===== src/common/rtc_pkg.sv =====
// Purpose: Constants and carrier types for the backup-domain real-time clock
// Assumes: 32-bit register words at byte offsets, 16-bit halves for values
// Notes:   Shared by the core and by the verification side
package rtc_pkg;

  localparam int unsigned ADDR_W = 8;
  localparam int unsigned DATA_W = 32;
  localparam int unsigned PSC_W  = 20;
  localparam int unsigned CNT_W  = 32;
  localparam int unsigned HALF_W = 16;
  localparam int unsigned PSC_HI_W = PSC_W - HALF_W;

  //////////////////////////////////////////////////////////////////////////
  // Register offsets
  localparam logic [ADDR_W-1:0] OFF_IRQ_ENABLE = 8'h00;
  localparam logic [ADDR_W-1:0] OFF_CONTROL    = 8'h04;
  localparam logic [ADDR_W-1:0] OFF_PSC_HI     = 8'h08;
  localparam logic [ADDR_W-1:0] OFF_PSC_LO     = 8'h0c;
  localparam logic [ADDR_W-1:0] OFF_DIV_HI     = 8'h10;
  localparam logic [ADDR_W-1:0] OFF_DIV_LO     = 8'h14;
  localparam logic [ADDR_W-1:0] OFF_CNT_HI     = 8'h18;
  localparam logic [ADDR_W-1:0] OFF_CNT_LO     = 8'h1c;
  localparam logic [ADDR_W-1:0] OFF_ALM_HI     = 8'h20;
  localparam logic [ADDR_W-1:0] OFF_ALM_LO     = 8'h24;

  //////////////////////////////////////////////////////////////////////////
  // Field positions
  localparam int unsigned IE_SECOND   = 0;
  localparam int unsigned IE_ALARM    = 1;
  localparam int unsigned IE_OVERFLOW = 2;
  localparam int unsigned IE_W        = 3;

  localparam int unsigned CTL_SECOND    = 0;
  localparam int unsigned CTL_ALARM     = 1;
  localparam int unsigned CTL_OVERFLOW  = 2;
  localparam int unsigned CTL_RESYNC    = 3;
  localparam int unsigned CTL_CONFIG    = 4;
  localparam int unsigned CTL_WR_FINISH = 5;

  // Staged-write pending bits, one per 16-bit half
  localparam int unsigned PEND_PSC_HI = 0;
  localparam int unsigned PEND_PSC_LO = 1;
  localparam int unsigned PEND_CNT_HI = 2;
  localparam int unsigned PEND_CNT_LO = 3;
  localparam int unsigned PEND_ALM_HI = 4;
  localparam int unsigned PEND_ALM_LO = 5;
  localparam int unsigned PEND_W      = 6;

  //////////////////////////////////////////////////////////////////////////
  // Reset values and timing
  localparam logic [DATA_W-1:0] CONTROL_RESET = 32'h0000_0020;
  localparam logic [IE_W-1:0]   IE_RESET      = 3'h0;
  localparam logic [PSC_W-1:0]  PSC_RESET     = 20'h0_0000;
  localparam logic [CNT_W-1:0]  CNT_RESET     = 32'h0000_0000;
  localparam logic [CNT_W-1:0]  ALM_RESET     = 32'hffff_ffff;
  localparam logic [1:0]        COMMIT_LAST   = 2'h2;

  //////////////////////////////////////////////////////////////////////////
  // Peripheral bus request carrier
  typedef struct packed {
    logic              psel;
    logic              penable;
    logic              pwrite;
    logic [ADDR_W-1:0] paddr;
    logic [DATA_W-1:0] pwdata;
  } apb_req_t;

  typedef enum logic {
    COMMIT_IDLE,
    COMMIT_BUSY
  } commit_state_t;

endpackage : rtc_pkg


===== src/core/backup_domain_rtc_core.sv =====
// Purpose: Real-time clock core with peripheral bus register interface
// Assumes: rtc_clk_in is at most a quarter of clk; sampled, not a clock
// Notes:   Core state is cleared only by bkp_rst_n; rst_n clears the bus side
// Behaviour
// RL1: Twenty-bit prescaler divides source into ticks
// RL2: Thirty-two-bit counter advances once per tick
// RL3: Second enable requests interrupt every tick
// RL4: Alarm enable requests interrupt on match
// RL5: System reset clears bus side, enables
// RL6: Core clock at most quarter bus clock
// RL7: Counter, divider and flags refresh per edge
// RL8: Resync flag set again after update
// RL9: Value writes accepted only in configuration
// RL10: Commit on exit, three core edges
// RL11: Software follows finish, config, write order
// RL12: Second flag on last cycle before increment
// RL13: Alarm flag before matching counter increments
// RL14: Overflow flag before counter wraps zero
// RL15: Software aligns updates with the tick
// RL16: Enable bits overflow2 alarm1 second0
// RL17: Control fields and reset value 0x0020
// RL18: Global request from flag and enable
// RL19: Alarm event drives external line seventeen
// RL20: Divider reload sets second, increments counter
// RL21: Configuration and time survive device reset
// RL22: Software enables backup access first
// RL23: Tick rate is source over prescale+1
// RL24: Divider reloads on prescale or counter update
// RL25: Alarm halves reset to all ones
// RL26: Counter wraps to zero and continues
`timescale 1ns/1ns
module backup_domain_rtc_core (
  input  wire logic             clk,         // bus clock, 125 MHz
  input  wire logic             rst_n,       // system reset, sync, low
  input  wire logic             bkp_rst_n,   // backup-domain reset, low
  input  wire logic             ce,          // clock enable, freezes all
  input  wire logic             rtc_clk_in,  // RTC source clock level
  input  wire rtc_pkg::apb_req_t bus_req,    // bus request signals
  output logic [31:0]           prdata,      // read data, registered
  output logic                  pready,      // always ready
  output logic                  pslverr,     // unmapped access error
  output logic                  irq,         // global interrupt request
  output logic                  alarm_event  // to event controller line 17
);

  ////////////////////////////////////////////////////////////////////////////
  // Source clock sampling, three stages then a stable level
  // Idle pin is low, so the cleared level gives no false edge
  logic sync1_ff;
  logic sync2_ff;
  logic sync3_ff;
  logic level_ff;
  wire  agree    = (sync2_ff == sync3_ff);
  wire  rtc_edge = agree & sync3_ff & ~level_ff;

  always_ff @(posedge clk) begin
    if (!bkp_rst_n) begin
      sync1_ff <= 1'b0;
      sync2_ff <= 1'b0;
      sync3_ff <= 1'b0;
      level_ff <= 1'b0;
    end else if (ce) begin
      sync1_ff <= rtc_clk_in;
      sync2_ff <= sync1_ff;
      sync3_ff <= sync2_ff;
      if (agree) begin
        level_ff <= sync3_ff;
      end
    end
  end

  ////////////////////////////////////////////////////////////////////////////
  // Bus decode
  wire [rtc_pkg::ADDR_W-1:0] addr  = bus_req.paddr;
  wire [rtc_pkg::DATA_W-1:0] wdata = bus_req.pwdata;
  wire access   = bus_req.psel & bus_req.penable;
  wire setup    = bus_req.psel & ~bus_req.penable;
  wire wr       = access & bus_req.pwrite;
  wire rd_setup = setup & ~bus_req.pwrite;

  wire hit_ie     = (addr == rtc_pkg::OFF_IRQ_ENABLE);
  wire hit_ctl    = (addr == rtc_pkg::OFF_CONTROL);
  wire hit_psc_hi = (addr == rtc_pkg::OFF_PSC_HI);
  wire hit_psc_lo = (addr == rtc_pkg::OFF_PSC_LO);
  wire hit_div_hi = (addr == rtc_pkg::OFF_DIV_HI);
  wire hit_div_lo = (addr == rtc_pkg::OFF_DIV_LO);
  wire hit_cnt_hi = (addr == rtc_pkg::OFF_CNT_HI);
  wire hit_cnt_lo = (addr == rtc_pkg::OFF_CNT_LO);
  wire hit_alm_hi = (addr == rtc_pkg::OFF_ALM_HI);
  wire hit_alm_lo = (addr == rtc_pkg::OFF_ALM_LO);
  wire mapped = hit_ie | hit_ctl | hit_psc_hi | hit_psc_lo | hit_div_hi
              | hit_div_lo | hit_cnt_hi | hit_cnt_lo | hit_alm_hi
              | hit_alm_lo;

  assign pready  = 1'b1;
  assign pslverr = access & ~mapped;

  ////////////////////////////////////////////////////////////////////////////
  // Bus-side registers
  logic [rtc_pkg::IE_W-1:0]   ie_ff;
  logic                       cnf_ff;
  logic                       sec_ff;
  logic                       alm_flag_ff;
  logic                       ovf_ff;
  logic                       rsf_ff;
  logic [rtc_pkg::PEND_W-1:0] pend_ff;
  logic [rtc_pkg::PSC_W-1:0]  stg_psc_ff;
  logic [rtc_pkg::CNT_W-1:0]  stg_cnt_ff;
  logic [rtc_pkg::CNT_W-1:0]  stg_alm_ff;
  logic [1:0]                 commit_cnt_ff;
  rtc_pkg::commit_state_t     state_ff;
  rtc_pkg::commit_state_t     nxt_state;
  logic [31:0]                prdata_ff;

  // Core registers, backup domain
  logic [rtc_pkg::PSC_W-1:0]  psc_ff;
  logic [rtc_pkg::PSC_W-1:0]  div_ff;
  logic [rtc_pkg::CNT_W-1:0]  cnt_ff;
  logic [rtc_pkg::CNT_W-1:0]  alm_ff;

  wire busy      = (state_ff == rtc_pkg::COMMIT_BUSY);
  wire wr_ctl    = wr & hit_ctl;
  // Staging only while configuring and no commit in flight
  wire stage_ok  = wr & cnf_ff & ~busy; // RL9
  wire cnf_exit  = wr_ctl & cnf_ff & ~wdata[rtc_pkg::CTL_CONFIG];
  wire apply     = rtc_edge & busy
                 & (commit_cnt_ff == rtc_pkg::COMMIT_LAST); // RL10

  wire [rtc_pkg::PEND_W-1:0] pend_set = {
    stage_ok & hit_alm_lo, stage_ok & hit_alm_hi,
    stage_ok & hit_cnt_lo, stage_ok & hit_cnt_hi,
    stage_ok & hit_psc_lo, stage_ok & hit_psc_hi};

  ////////////////////////////////////////////////////////////////////////////
  // Free-running divider and counter step
  wire div_zero = (div_ff == '0);
  // Divider reload is the increment moment
  wire [rtc_pkg::PSC_W-1:0] base_div =
    div_zero ? psc_ff : div_ff - 20'h0_0001; // RL1 RL23 RL20
  // Natural wrap to zero after all ones
  wire [rtc_pkg::CNT_W-1:0] base_cnt =
    div_zero ? cnt_ff + 32'h0000_0001 : cnt_ff; // RL2 RL26

  ////////////////////////////////////////////////////////////////////////////
  // Merge of staged halves with live values
  wire [rtc_pkg::PSC_HI_W-1:0] m_psc_hi = pend_ff[rtc_pkg::PEND_PSC_HI]
    ? stg_psc_ff[rtc_pkg::PSC_W-1:rtc_pkg::HALF_W]
    : psc_ff[rtc_pkg::PSC_W-1:rtc_pkg::HALF_W];
  wire [rtc_pkg::HALF_W-1:0] m_psc_lo = pend_ff[rtc_pkg::PEND_PSC_LO]
    ? stg_psc_ff[rtc_pkg::HALF_W-1:0] : psc_ff[rtc_pkg::HALF_W-1:0];
  wire [rtc_pkg::HALF_W-1:0] m_cnt_hi = pend_ff[rtc_pkg::PEND_CNT_HI]
    ? stg_cnt_ff[rtc_pkg::CNT_W-1:rtc_pkg::HALF_W]
    : base_cnt[rtc_pkg::CNT_W-1:rtc_pkg::HALF_W];
  wire [rtc_pkg::HALF_W-1:0] m_cnt_lo = pend_ff[rtc_pkg::PEND_CNT_LO]
    ? stg_cnt_ff[rtc_pkg::HALF_W-1:0] : base_cnt[rtc_pkg::HALF_W-1:0];
  wire [rtc_pkg::HALF_W-1:0] m_alm_hi = pend_ff[rtc_pkg::PEND_ALM_HI]
    ? stg_alm_ff[rtc_pkg::CNT_W-1:rtc_pkg::HALF_W]
    : alm_ff[rtc_pkg::CNT_W-1:rtc_pkg::HALF_W];
  wire [rtc_pkg::HALF_W-1:0] m_alm_lo = pend_ff[rtc_pkg::PEND_ALM_LO]
    ? stg_alm_ff[rtc_pkg::HALF_W-1:0] : alm_ff[rtc_pkg::HALF_W-1:0];

  wire psc_written = pend_ff[rtc_pkg::PEND_PSC_HI]
                   | pend_ff[rtc_pkg::PEND_PSC_LO];
  wire cnt_written = pend_ff[rtc_pkg::PEND_CNT_HI]
                   | pend_ff[rtc_pkg::PEND_CNT_LO];

  ////////////////////////////////////////////////////////////////////////////
  // Core next state
  wire [rtc_pkg::PSC_W-1:0] m_psc = {m_psc_hi, m_psc_lo};
  wire reload_now = apply & (psc_written | cnt_written);
  wire [rtc_pkg::PSC_W-1:0] nxt_psc = apply ? m_psc : psc_ff;
  wire [rtc_pkg::PSC_W-1:0] nxt_div =
    reload_now ? m_psc : base_div; // RL24
  wire [rtc_pkg::CNT_W-1:0] nxt_cnt =
    (apply & cnt_written) ? {m_cnt_hi, m_cnt_lo} : base_cnt;
  wire [rtc_pkg::CNT_W-1:0] nxt_alm =
    apply ? {m_alm_hi, m_alm_lo} : alm_ff;

  // Divider about to hit zero: next edge increments the counter
  wire sec_evt = rtc_edge & (nxt_div == '0); // RL12 RL20
  wire alm_evt = sec_evt & (nxt_cnt == nxt_alm); // RL13
  wire ovf_evt = sec_evt & (&nxt_cnt); // RL14

  // Core keeps counting through system reset
  always_ff @(posedge clk) begin
    if (!bkp_rst_n) begin // RL5 RL21
      psc_ff <= rtc_pkg::PSC_RESET;
      div_ff <= rtc_pkg::PSC_RESET;
      cnt_ff <= rtc_pkg::CNT_RESET;
      alm_ff <= rtc_pkg::ALM_RESET; // RL25
    end else if (ce && rtc_edge) begin
      psc_ff <= nxt_psc;
      div_ff <= nxt_div;
      cnt_ff <= nxt_cnt;
      alm_ff <= nxt_alm;
    end
  end

  ////////////////////////////////////////////////////////////////////////////
  // Commit sequencer
  // System reset abandons a commit in flight with its staged data
  always_comb begin
    nxt_state = state_ff;
    case (state_ff)
      rtc_pkg::COMMIT_IDLE: begin
        if (cnf_exit && (pend_ff != '0)) begin
          nxt_state = rtc_pkg::COMMIT_BUSY;
        end
      end
      rtc_pkg::COMMIT_BUSY: begin
        if (apply) begin
          nxt_state = rtc_pkg::COMMIT_IDLE;
        end
      end
      default: nxt_state = rtc_pkg::COMMIT_IDLE;
    endcase
  end

  always_ff @(posedge clk) begin
    if (!rst_n) begin
      state_ff      <= rtc_pkg::COMMIT_IDLE;
      commit_cnt_ff <= 2'h0;
    end else if (ce) begin
      state_ff <= nxt_state;
      if (!busy) begin
        commit_cnt_ff <= 2'h0;
      end else if (rtc_edge) begin
        commit_cnt_ff <= commit_cnt_ff + 2'h1; // RL10
      end
    end
  end

  ////////////////////////////////////////////////////////////////////////////
  // Staging registers
  always_ff @(posedge clk) begin
    if (!rst_n) begin
      pend_ff    <= '0;
      stg_psc_ff <= rtc_pkg::PSC_RESET;
      stg_cnt_ff <= rtc_pkg::CNT_RESET;
      stg_alm_ff <= rtc_pkg::ALM_RESET;
    end else if (ce) begin
      pend_ff <= apply ? '0 : (pend_ff | pend_set);
      if (pend_set[rtc_pkg::PEND_PSC_HI]) begin
        stg_psc_ff[rtc_pkg::PSC_W-1:rtc_pkg::HALF_W] <=
          wdata[rtc_pkg::PSC_HI_W-1:0];
      end
      if (pend_set[rtc_pkg::PEND_PSC_LO]) begin
        stg_psc_ff[rtc_pkg::HALF_W-1:0] <= wdata[rtc_pkg::HALF_W-1:0];
      end
      if (pend_set[rtc_pkg::PEND_CNT_HI]) begin
        stg_cnt_ff[rtc_pkg::CNT_W-1:rtc_pkg::HALF_W] <=
          wdata[rtc_pkg::HALF_W-1:0];
      end
      if (pend_set[rtc_pkg::PEND_CNT_LO]) begin
        stg_cnt_ff[rtc_pkg::HALF_W-1:0] <= wdata[rtc_pkg::HALF_W-1:0];
      end
      if (pend_set[rtc_pkg::PEND_ALM_HI]) begin
        stg_alm_ff[rtc_pkg::CNT_W-1:rtc_pkg::HALF_W] <=
          wdata[rtc_pkg::HALF_W-1:0];
      end
      if (pend_set[rtc_pkg::PEND_ALM_LO]) begin
        stg_alm_ff[rtc_pkg::HALF_W-1:0] <= wdata[rtc_pkg::HALF_W-1:0];
      end
    end
  end

  ////////////////////////////////////////////////////////////////////////////
  // Control, flags and enables; a hardware set beats a software clear
  wire clr_sec = wr_ctl & ~wdata[rtc_pkg::CTL_SECOND];
  wire clr_alm = wr_ctl & ~wdata[rtc_pkg::CTL_ALARM];
  wire clr_ovf = wr_ctl & ~wdata[rtc_pkg::CTL_OVERFLOW];
  wire clr_rsf = wr_ctl & ~wdata[rtc_pkg::CTL_RESYNC];

  wire nxt_sec = sec_evt | (sec_ff & ~clr_sec);
  wire nxt_alm_flag = alm_evt | (alm_flag_ff & ~clr_alm);
  wire nxt_ovf = ovf_evt | (ovf_ff & ~clr_ovf);
  // Any core edge is a completed refresh of the readable copies
  wire nxt_rsf = rtc_edge | (rsf_ff & ~clr_rsf); // RL7 RL8
  // Flags sit on the bus side, so system reset clears them

  always_ff @(posedge clk) begin
    if (!rst_n) begin // RL5
      ie_ff       <= rtc_pkg::IE_RESET;
      cnf_ff      <= rtc_pkg::CONTROL_RESET[rtc_pkg::CTL_CONFIG];
      sec_ff      <= rtc_pkg::CONTROL_RESET[rtc_pkg::CTL_SECOND];
      alm_flag_ff <= rtc_pkg::CONTROL_RESET[rtc_pkg::CTL_ALARM];
      ovf_ff      <= rtc_pkg::CONTROL_RESET[rtc_pkg::CTL_OVERFLOW];
      rsf_ff      <= rtc_pkg::CONTROL_RESET[rtc_pkg::CTL_RESYNC];
    end else if (ce) begin
      if (wr && hit_ie) begin
        ie_ff <= wdata[rtc_pkg::IE_W-1:0]; // RL16
      end
      if (wr_ctl) begin
        cnf_ff <= wdata[rtc_pkg::CTL_CONFIG]; // RL17
      end
      sec_ff      <= nxt_sec; // RL17
      alm_flag_ff <= nxt_alm_flag;
      ovf_ff      <= nxt_ovf;
      rsf_ff      <= nxt_rsf;
    end
  end

  ////////////////////////////////////////////////////////////////////////////
  // Interrupt and event outputs
  assign irq = (sec_ff & ie_ff[rtc_pkg::IE_SECOND])          // RL3 RL18
             | (alm_flag_ff & ie_ff[rtc_pkg::IE_ALARM])      // RL4
             | (ovf_ff & ie_ff[rtc_pkg::IE_OVERFLOW]);
  assign alarm_event = alm_flag_ff; // RL19

  ////////////////////////////////////////////////////////////////////////////
  // Read path; prescaler and alarm are write-only from the core
  wire [31:0] ie_rd  = {{(32-rtc_pkg::IE_W){1'b0}}, ie_ff};
  // Write finished reads low only while a commit waits for edges
  wire [31:0] ctl_rd = {26'h000_0000, ~busy, cnf_ff, rsf_ff, ovf_ff,
                        alm_flag_ff, sec_ff}; // RL17
  wire [31:0] div_hi_rd = {28'h000_0000,
                           div_ff[rtc_pkg::PSC_W-1:rtc_pkg::HALF_W]};
  wire [31:0] div_lo_rd = {16'h0000, div_ff[rtc_pkg::HALF_W-1:0]};
  wire [31:0] cnt_hi_rd = {16'h0000,
                           cnt_ff[rtc_pkg::CNT_W-1:rtc_pkg::HALF_W]};
  wire [31:0] cnt_lo_rd = {16'h0000, cnt_ff[rtc_pkg::HALF_W-1:0]};
  wire [31:0] rd_mux = hit_ie     ? ie_rd
                     : hit_ctl    ? ctl_rd
                     : hit_div_hi ? div_hi_rd // RL7
                     : hit_div_lo ? div_lo_rd
                     : hit_cnt_hi ? cnt_hi_rd
                     : hit_cnt_lo ? cnt_lo_rd
                     : 32'h0000_0000;

  // Captured in setup so the access phase sees a flop
  always_ff @(posedge clk) begin
    if (!rst_n) begin
      prdata_ff <= 32'h0000_0000;
    end else if (ce && rd_setup) begin
      prdata_ff <= rd_mux;
    end
  end

  assign prdata = prdata_ff;

endmodule : backup_domain_rtc_core


===== config.mk =====
export PLATFORM = sky130hd
export DESIGN_NAME = backup_domain_rtc_core
export DESIGN_NICKNAME = d
export VERILOG_FILES = /design/src/common/rtc_pkg.sv /design/src/core/backup_domain_rtc_core.sv
export SDC_FILE = /design/constraint.sdc
export NUM_CORES = 1
export LEC_CHECK = 0
export BUFFER_PORTS_ARGS = -buffer_cell sky130_fd_sc_hd__buf_2
export CAP_MARGIN = 20
export CORE_AREA = 4 4 201 164
export CTS_BUF_LIST = sky130_fd_sc_hd__clkbuf_16
export DETAILED_ROUTE_END_ITERATION = 7
export DIE_AREA = 0 0 205 168
export HOLD_SLACK_MARGIN = 0.1
export MAX_ROUTING_LAYER = met4
export PLACE_DENSITY = 0.59
export SETUP_SLACK_MARGIN = 0.2
export SLEW_MARGIN = 10
export SYNTH_ARGS = -nofsm -noshare
export SYNTH_HDL_FRONTEND = slang
export SYNTH_SLANG_ARGS = --single-unit

===== constraint.sdc =====
create_clock -name clk -period 5.5 [get_ports clk]
set_clock_uncertainty 0.15 [all_clocks]
set_input_delay 0.275 -clock clk [delete_from_list [all_inputs] [get_ports clk]]
set_output_delay 0.275 -clock clk [all_outputs]
set_load 0.02 [all_outputs]

==> results of run 1 <==
==> power by group through the flow <==
| stage | Combinational (W) | Clock [W] | Sequential (W) |
|---|---|---|---|
| final | 0.000126 | 0.00172 | 0.00163 |
| after global routing | 0.000132 | 0.00181 | 0.00163 |
| after CTS | 0.000125 | 0.00174 | 0.00163 |
| after detailed placement | 0.000113 | 0 | 0.00167 |
| after global placement | 0.000112 | 0 | 0.00167 |
| after floorplan | 0.0000661 | 0 | 0.00167 |
==> flip-flops by register name (all words and copies together) (netlist names), 2 cells and up <==
signal	flops
alm_ff	32
cnt_ff	32
commit_cnt_ff	2
div_ff	20
ie_ff	3
pend_ff	6
prdata	16
psc_ff	20
stg_alm_ff	32
stg_cnt_ff	32
stg_psc_ff	20
==> what timing repair did <==
| item | in CTS | in global routing |
|---|---|---|
| buffers inserted | 0 | 0 |
| hold buffers | 21 | 0 |
| endpoints found under the hold margin | 98 | 0 |
==> layout make-up <==
type / count / area share, %
multi-input cells: 1246 / 52.3
flip-flops and latches: 225 / 33.0
clock buffers: 26 / 4.77
repair buffers: 88 / 4.31
well taps: 420 / 3.85
clock inverters: 22 / 1.38
inverters: 10 / 0.275
diodes: 1 / 0.0184
==> worst register-to-register path: stages (launching register included) <==
cell and delay [ps]:
dfxtp_1 350, ha_1 230, and4b_1 850, nand2_1 480, or2_2 400, o221ai_1 120, nand4_1 180, nor4_2 370
nand4_1 210, or4_1 560, o21ai_1 120
==> final timing paths <==
kind              startpoint          to  slack, ps  cells after the start
setup / recovery    sync2_ff      ovf_ff       1420                     10
hold / removal     bkp_rst_n  alm_ff[25]        210                      2
setup reg to reg    sync2_ff      ovf_ff       1420                     10
hold reg to reg   psc_ff[11]  psc_ff[11]        310                      2
==> per-layer routing <==
metal	global-route usage (%)	share of wire [%]	vias up	wire, um
met5	-	0	-	0
met1	38.3	48	5485	20500
met4	4.22	1.8	0	778
li1	-	-	5526	-
met2	34.2	41	524	17600
met3	2.95	8.7	41	3710
==> cells by family after synthesis <==
family                   after synthesis  synth area share [%]
AND/OR/NAND/NOR                      797                  31.2
adder cells (fa/ha/maj)                4                 0.411
flip-flops                           225                  37.0
XOR/XNOR                              72                  5.18
buffers and inverters                143                  5.07
AO/OA/AOI/OAI                        294                  16.0
multiplexers                          62                  5.12
other                                  2                0.0616
==> cells in the final DEF, fill, tap and decap left out, types with 26 or more instances in the layout <==
cell type  synthesis  layout
buf_2              5      50
nand2_1          377     377
xnor2_1           46      46
mux2i_1           60      60
a21oi_1           86      86
nor2_1           125     125
nand3_1           92      92
clkbuf_16          0      26
dfxtp_1          225     225
xor2_1            26      26
nor3_1            31      29
a21boi_0          53      53
o21ai_0           34      34
==> through the flow <==
step	utilization (%)	total power, W	setup slack (ps)
finish	44.0	0.00348	1420
CTS	43.9	0.00350	1450
detailed placement	40.6	0.00178	1470
floorplan	-	0.00174	2320
global route	44.0	0.00357	1160
global placement	40.6	0.00178	1500
==> metrics, run 1 <==
Die W=approximately 200 um; Worst-path clk slew=about 60 ps; Clock Sinks=~230; Seq cells post-synth=225; CTS root buf=clkbuf_16; CP Cell Sequence=ha_1 -> and4b_1 -> nand2_1 -> or2_2 -> o221ai_1 -> nand4_1 -> nor4_2 -> nand4_1 -> or4_1 -> o21ai_1; Buffers on Ports=50; final instance area=13600 um^2; footprint of the multi-input gates=7140 um^2; setup tns final=0 ps; HP Class=input pin to flop; Clk pwr share=between 40% and 50%; top-count cell post-synth=nand2_1; sequential power share=46.9%; row cnt=between 50 and 60; drt initial violations=roughly 1400; global-route wire length before repair=around 64000 um; TritonCTS buffer count=26; fillcell total=3214; htree depth=1; Worst Tran Pin Value=between 1000 and 1500 ps; Non-Filler Instances=between 2000 and 2500; status=complete, no violations; TritonCTS clock tree=done; placed cell areas=between 10000 and 15000 um^2; slew margin rel.=between 20% and 30%; Syn Area/Cell=~7.6 um^2; Worst-Skew Late Latency=roughly 550 ps; Worst path slowest cell=and4b_1; Leak=5.26 nW; switching power=roughly 0.00081 W; DRT Wirelength=roughly 43000 um; drt wl/cell=20.9 um; critical path peak fanout=18; # setup viols final=0; Post-Syn Instances=1599; post-synth top area share=about 37%; grt total ovfl=0; area grow syn2layout=11.9%; register area=around 4500 um^2; Max Cap Viol=0; GRT Util Overall=24.5%; DRC=0; Post-synth ARST share=0%; PwrDens=roughly 260 nW/um^2; Total Die Area=~34000 um^2; largest net degree at the start of global routing=roughly 70; vias in the first global route=between 10000 and 15000; fraction of layout cells with a size suffix above 1=a little under a tenth; Starting Density=between 30 and 40%; Mapped Area=~12000 um^2; Net Sw Frac=around a quarter; post-route ant nets=0; Placed Cells=between 1500 and 2000; EDFF count, synth=0; Slew Viols, Final=0; synth warn=0; Final GP Congestion=0.976; Final min period=approximately 4100 ps; CTS resizes=0; WP data required=5840 ps; drt first pass iters=7; Final period util=74.1%; Synth area leader=dfxtp_1; register area share after synthesis=between 30% and 40%; IO Pins=between 80 and 90; crit path capture type=flop; Cell variety after synth=just under 80; Startpoint Class=flop; Comb power frac=around 3.6%; Synth area leaders=dfxtp_1 37%, nand2_1 12%, mux2i_1 4.9%, nor2_1 3.9%, nand3_1 3.8%; Max Root-Sink Buffers=3; Post-DP HPWL=30300 um; via/cell ratio=around 5.7; VDD IR max=approximately 0.18 mV; initial antenna violation count=0; CORE AREA=around 31000 um^2; internal power=roughly 0.0027 W; ys flop type=dfxtp_1; worst path buffer plus inverter count=0; Critical Path AT=about 4400 ps; Layout Nets=approximately 1600; WHS=just over 200 ps; Setup CP Type=flop to flop; Top delay family on crit path=simple AND/OR/NAND/NOR gates; Slowest Stage Delay on Critical Path=850 ps; Chip Height=around 170 um; Final Hold Viols=0; Max Freq=about 250 MHz; via count=11600; RSZ-0062 raised after global routing=no; Critical Path Most Common Cell=nand4_1; synth cell count leaders=377 x nand2_1, 225 x dfxtp_1, 125 x nor2_1
Note: power is estimated with default switching activity, not from simulation.
==> run 2, diff against run 1 <==
--- a/config.mk
+++ b/config.mk
@@ -13,7 +13,7 @@
 export DIE_AREA = 0 0 205 168
 export HOLD_SLACK_MARGIN = 0.1
 export MAX_ROUTING_LAYER = met4
-export PLACE_DENSITY = 0.59
+export PLACE_DENSITY = 0.61
 export SETUP_SLACK_MARGIN = 0.2
 export SLEW_MARGIN = 10
 export SYNTH_ARGS = -nofsm -noshare
==> constraint.sdc (replaced) <==
create_clock -name clk -period 3.3 [get_ports clk]
set_clock_uncertainty 0.15 [all_clocks]
set_input_delay 0.165 -clock clk [delete_from_list [all_inputs] [get_ports clk]]
set_output_delay 0.165 -clock clk [all_outputs]
set_load 0.02 [all_outputs]
==> run 2 against run 1 <==
Utilization is 6.0 points higher. Hold slack better by 20 ps. Non-clock buffer count grew 182. Via count grew 7.2%. Fmax up 26%. Flip-flop and latch count is the same. Die area is the same. Final cell count rose by 8.9%. Critical path depth increased by 3. Count of clock-buffer cells in the layout unchanged. Power rose by 70%. Critical endpoint is now alarm_event. Largest cell class unchanged.
==> metrics, run 2 (synthesized netlist as in run 1, its figures left out) <==
TritonCTS clock tree=done; initial antenna violation count=2 (+2); DRT Wirelength=45700 um (+7.2%); drt wl/cell=20.6 um (-1.6%); PwrDens=382 nW/um^2 (+50%); htree depth=1 (unchanged); Post-DP HPWL=33300 um (+9.8%); largest net degree at the start of global routing=84 (+17%); fraction of layout cells with a size suffix above 1=21.6% (+12 points); global-route wire length before repair=69000 um (+7.2%); critical path peak fanout=3 (-15); commonest cells after routing, fill and taps aside=373 x nand2_1, 222 x dfxtp_1, 184 x buf_4; Max Cap Viol=0 (unchanged); # setup viols final=0 (unchanged); area grow syn2layout=27.2%; Worst Tran Pin Value=1040 ps (-85.9 ps); Worst-path clk slew=60 ps (about the same); row cnt=58 (unchanged); Worst path slowest cell=or4b_4; DRC=0 (unchanged); drt initial violations=1555 (+9.2%); fillcell total=3073 (-4.4%); Worst-Skew Late Latency=550 ps (about the same); Setup CP Type=flop to flop; Layout Nets=1832 (+11%); setup ws final=56.1 ps (-1370 ps); VDD IR max=0.265 mV (+43%); Total Die Area=34400 um^2 (unchanged); Chip Height=168 um (unchanged); Max Root-Sink Buffers=3 (unchanged); drt first pass iters=6 (-1); Buffers on Ports=50 (unchanged); via count=12400 (+7.2%); Final GP Congestion=1.01 (+3.2%); CTS root buf=clkbuf_16; slew margin rel.=30.5% (+6.2 points); Slowest Stage Delay on Critical Path=490 ps (-360 ps); RSZ-0062 raised after global routing=yes; Final period util=98.3% (+24 points); register area=4510 um^2 (about the same); Max Freq=308 MHz (+26%); Die W=205 um (unchanged); via/cell ratio=5.59 (-1.6%); Slew Viols, Final=0 (unchanged); footprint of the multi-input gates=7510 um^2 (+5.3%); post-layout util=50.0% (+6.0 points); Top delay family on crit path=simple AND/OR/NAND/NOR gates; Final Hold Viols=0 (unchanged); WHS=225 ps (+20.0 ps); crit path capture type=flop; CP Cell Sequence=inv_2 -> ha_4 -> or4b_4 -> nor2_4 -> buf_4 -> nand4_1 -> nor3_2 -> xnor2_1 -> buf_4 -> xor2_1 -> a2111oi_1 -> nand4_1 -> o31ai_1; TritonCTS buffer count=26 (unchanged); most common cell after layout, fill and taps aside=nand2_1; status=complete, no violations; grt total ovfl=0 (unchanged); setup tns final=0 ps (unchanged); Final min period=3240 ps (-833 ps); Clock Sinks=225 (unchanged); IO Pins=84 (unchanged); vias in the first global route=11300 (+11%); Leak=6.24 nW (+19%); pre-CTS WS=-28.6 ps (-1500 ps); Starting Density=39.3% (unchanged); worst path buffer plus inverter count=3 (+3); Critical Path AT=3560 ps (-850 ps); CORE AREA=31000 um^2 (unchanged); HP Class=input pin to flop; WP data required=3610 ps (-2230 ps); GRT Util Overall=26.3% (+1.8 points); Startpoint Class=flop; post-route ant nets=0 (unchanged)
run 2: worst reg2reg max path: cells and delay by family, from the launching register on:
family	cells	cell delay, ps
xor gates and xnor gates	2	310
buffers and inverters	3	410
AOI/OAI and AO/OA	2	670
adders and majority gates	1	140
and+or+nand+nor	5	1160
DFF	1	320
run 2: routing by layer:
layer | up-vias | routed length [um] | track usage [%]
met4 | 0 | 990 | 4.98
met3 | 69 | 5000 | 4.24
met5 | - | 0 | -
met2 | 607 | 18800 | 37.1
met1 | 5824 | 20900 | 39.9
li1 | 5908 | - | -
run 2: timing repair:
| item | 4_1_cts | 5_1_grt |
|---|---|---|
| hold buffers | 24 | 0 |
| pin swaps | 15 | 8 |
| gates cloned | 1 | 0 |
| gates resized for setup | 44 | 30 |
| setup endpoints to repair | 2 | 3 |
| endpoints found under the hold margin | 149 | 0 |
| setup buffers | 12 | 5 |
run 2: final cells by class:
cell class,instances,share of cell area (%)
Clock buffer,26,4.20
Tap cell,420,3.39
Multi-Input combinational cell,1247,48.5
Antenna cell,1,0.0162
Timing Repair Buffer,270,13.1
Sequential cell,225,29.1
Clock inverter,21,1.42
Inverter,10,0.242
run 2: where the power goes:
group / internal, W / switching, W
Combinational: 0.0000675 / 0.000154
Clock: 0.00175 / 0.00123
Sequential: 0.00272 / 0.00000201
run 2: worst paths after layout:
check,from,endpoint,slack [ps],cells past startpoint
hold reg to reg,alm_ff[21],alm_ff[21],320,2
setup reg to reg,div_ff[0],alarm_event,60,13
setup / recovery,div_ff[0],alarm_event,60,13
hold / removal,bus_req[42],prdata[14],230,5
run 2: per-stage QoR:
step	total power [W]	std cells	cell area, um^2
finish	0.00592	2220	15500
detailed placement	0.00297	2130	13900
global placement	0.00297	2130	13900
CTS	0.00595	2214	15300
floorplan	0.00289	1614	12300
global route	0.00607	2220	15500
==> run 3, diff against run 2 <==
--- a/config.mk
+++ b/config.mk
@@ -8,12 +8,11 @@
 export BUFFER_PORTS_ARGS = -buffer_cell sky130_fd_sc_hd__buf_2
 export CAP_MARGIN = 20
 export CORE_AREA = 4 4 201 164
-export CTS_BUF_LIST = sky130_fd_sc_hd__clkbuf_16
 export DETAILED_ROUTE_END_ITERATION = 7
 export DIE_AREA = 0 0 205 168
 export HOLD_SLACK_MARGIN = 0.1
 export MAX_ROUTING_LAYER = met4
-export PLACE_DENSITY = 0.61
+export PLACE_DENSITY = 0.59
 export SETUP_SLACK_MARGIN = 0.2
 export SLEW_MARGIN = 10
 export SYNTH_ARGS = -nofsm -noshare
==> constraint.sdc (replaced) <==
create_clock -name clk -period 3.85 [get_ports clk]
set_clock_uncertainty 0.15 [all_clocks]
set_input_delay 0.1925 -clock clk [delete_from_list [all_inputs] [get_ports clk]]
set_output_delay 0.1925 -clock clk [all_outputs]
set_load 0.02 [all_outputs]
==> run 3 against run 2 <==
Sequential power down 14%. Final cell count down 4.8%. Power down 15%. First-iteration DRC count down 7.4%. Routed wire length down 3.5%. Flip-flop and latch count unchanged. Critical path type unchanged. Critical endpoint is now ovf_ff.
==> metrics, run 3 (synthesized netlist as in run 1, its figures left out) <==
Final min period=3540 ps (+300 ps); Slew Viols, Final=0 (unchanged); largest net degree at the start of global routing=86 (+2.4%); placed cell areas=13100 um^2 (-5.6%); HP Class=input pin to flop; Final GP Congestion=0.997 (-1.1%); Total Die Area=34400 um^2 (unchanged); area grow syn2layout=17.5%; Starting Density=39.3% (unchanged); CTS root buf=clkbuf_16; Layout Nets=1727 (-5.7%); # diodes=0 (-1); worst path buffer plus inverter count=2 (-1); post-route ant nets=0 (unchanged); Final period util=92.1% (-6.2 points); commonest cells after routing, fill and taps aside=377 x nand2_1, 225 x dfxtp_1, 125 x nor2_1; GRT Util Overall=25.5% (-0.88 points); drt initial violations=1440 (-7.4%); VDD IR max=0.229 mV (-14%); # setup viols final=0 (unchanged); Slowest Stage Delay on Critical Path=590 ps (+100 ps); Max Root-Sink Buffers=3 (unchanged); fraction of layout cells with a size suffix above 1=13.5% (-8.1 points); Max Freq=282 MHz (-8.5%); via count=11700 (-5.3%); PwrDens=350 nW/um^2 (-8.4%); vias in the first global route=10500 (-7.3%); grt total ovfl=0 (unchanged); Top delay family on crit path=simple AND/OR/NAND/NOR gates; Worst Tran Pin Value=839 ps (-199 ps); CP Cell Sequence=or4_1 -> nand2_1 -> buf_4 -> o21ai_1 -> buf_4 -> o221ai_1 -> nand4_1 -> nor4_2 -> nand4_1 -> or4_1 -> o21ai_1; Startpoint Class=flop; row cnt=58 (unchanged); Critical Path AT=3880 ps (+320 ps); Clock Sinks=225 (unchanged); Setup CP Type=flop to flop; Chip Height=168 um (unchanged); post-layout util=46.2% (-3.8 points); Post-DP HPWL=32400 um (-2.6%); via/cell ratio=5.56 (-0.52%); fillcell total=3149 (+2.5%); WP data required=4180 ps (+570 ps); slew margin rel.=43.9% (+13 points); DRC=0 (unchanged); Leak=5.64 nW (-9.6%); TritonCTS clock tree=done; critical path peak fanout=11 (+8); Worst-path clk slew=70 ps (about the same); global-route wire length before repair=66300 um (-3.9%); Worst path slowest cell=or4_1; Final Hold Viols=0 (unchanged); status=complete, no violations; DRT Wirelength=44100 um (-3.5%); crit path capture type=flop; setup tns final=0 ps (unchanged); Buffers on Ports=50 (unchanged); IO Pins=84 (unchanged); htree depth=1 (unchanged); final instance area=14300 um^2 (-7.6%); Max Cap Viol=0 (unchanged); Worst-Skew Late Latency=540 ps (about the same); Die W=205 um (unchanged); drt wl/cell=20.9 um (+1.4%); most common cell after layout, fill and taps aside=nand2_1; CORE AREA=31000 um^2 (unchanged); drt first pass iters=8 (+2); RSZ-0062 raised after global routing=yes; TritonCTS buffer count=26 (unchanged); initial antenna violation count=0 (-2)
## run 3: routing by layer
| metal | GRT usage [%] | up-vias | wire length (um) |
|---|---|---|---|
| met3 | 4.02 | 46 | 3570 |
| met5 | - | - | 0 |
| li1 | - | 5676 | - |
| met2 | 34.8 | 448 | 17900 |
| met4 | 4.19 | 0 | 711 |
| met1 | 39.7 | 5578 | 21900 |
## run 3: path summary, 6_finish.rpt
kind | from | to | slack (ps) | cells past startpoint
worst max register to register | pend_ff[2] | ovf_ff | 310 | 11
worst min-delay path | bus_req[41] | prdata[9] | 240 | 4
worst min register to register | psc_ff[4] | psc_ff[4] | 310 | 2
worst max-delay path | pend_ff[2] | ovf_ff | 310 | 11
## run 3: layout make-up
type	instances	area (um^2)	share of cell area, %
timing repair buffer	166	1210	8.47
tap	420	526	3.67
multi-input combinational	1246	7180	50.2
sequential	225	4500	31.5
clock buffer	35	724	5.06
inverter	10	37.5	0.262
clock inverter	11	124	0.866
## run 3: report_power, final
| group | internal, W | leakage [nW] | switching, W | total, W |
|---|---|---|---|---|
| Sequential | 0.00233 | 1.81 | 0.00000152 | 0.00233 |
| Clock | 0.00145 | 0.410 | 0.00104 | 0.00249 |
| Combinational | 0.0000553 | 3.41 | 0.000130 | 0.000185 |
## run 3: repair_timing
item                                    in CTS  in global routing
resized for setup                            0                  8
hold endpoints to repair                   165                  0
hold buffers                                26                  0
buffers inserted                             0                  5
endpoints found under the setup margin       0                  2
## run 3: per-stage QoR
| step | worst slack, ps | std cells | hold slack (ps) | power [W] |
|---|---|---|---|---|
| 6_report | 306 | 2113 | 242 | 0.00501 |
| 5_1_grt | 195 | 2113 | 299 | 0.00514 |
| 3_3_place_gp | 255 | 2035 | 295 | 0.00254 |
| 4_1_cts | 255 | 2108 | 224 | 0.00503 |
| 2_1_floorplan | 670 | 1614 | 167 | 0.00248 |
| 3_5_place_dp | 263 | 2036 | 299 | 0.00255 |
## run 3: worst register-to-register path: stages, from the launching register on
cell and delay [ps]:
dfxtp_1 470, or4_1 590, nand2_1 190, buf_4 170
o21ai_1 60, buf_4 180, o221ai_1 250, nand4_1 150
nor4_2 380, nand4_1 220, or4_1 560, o21ai_1 120
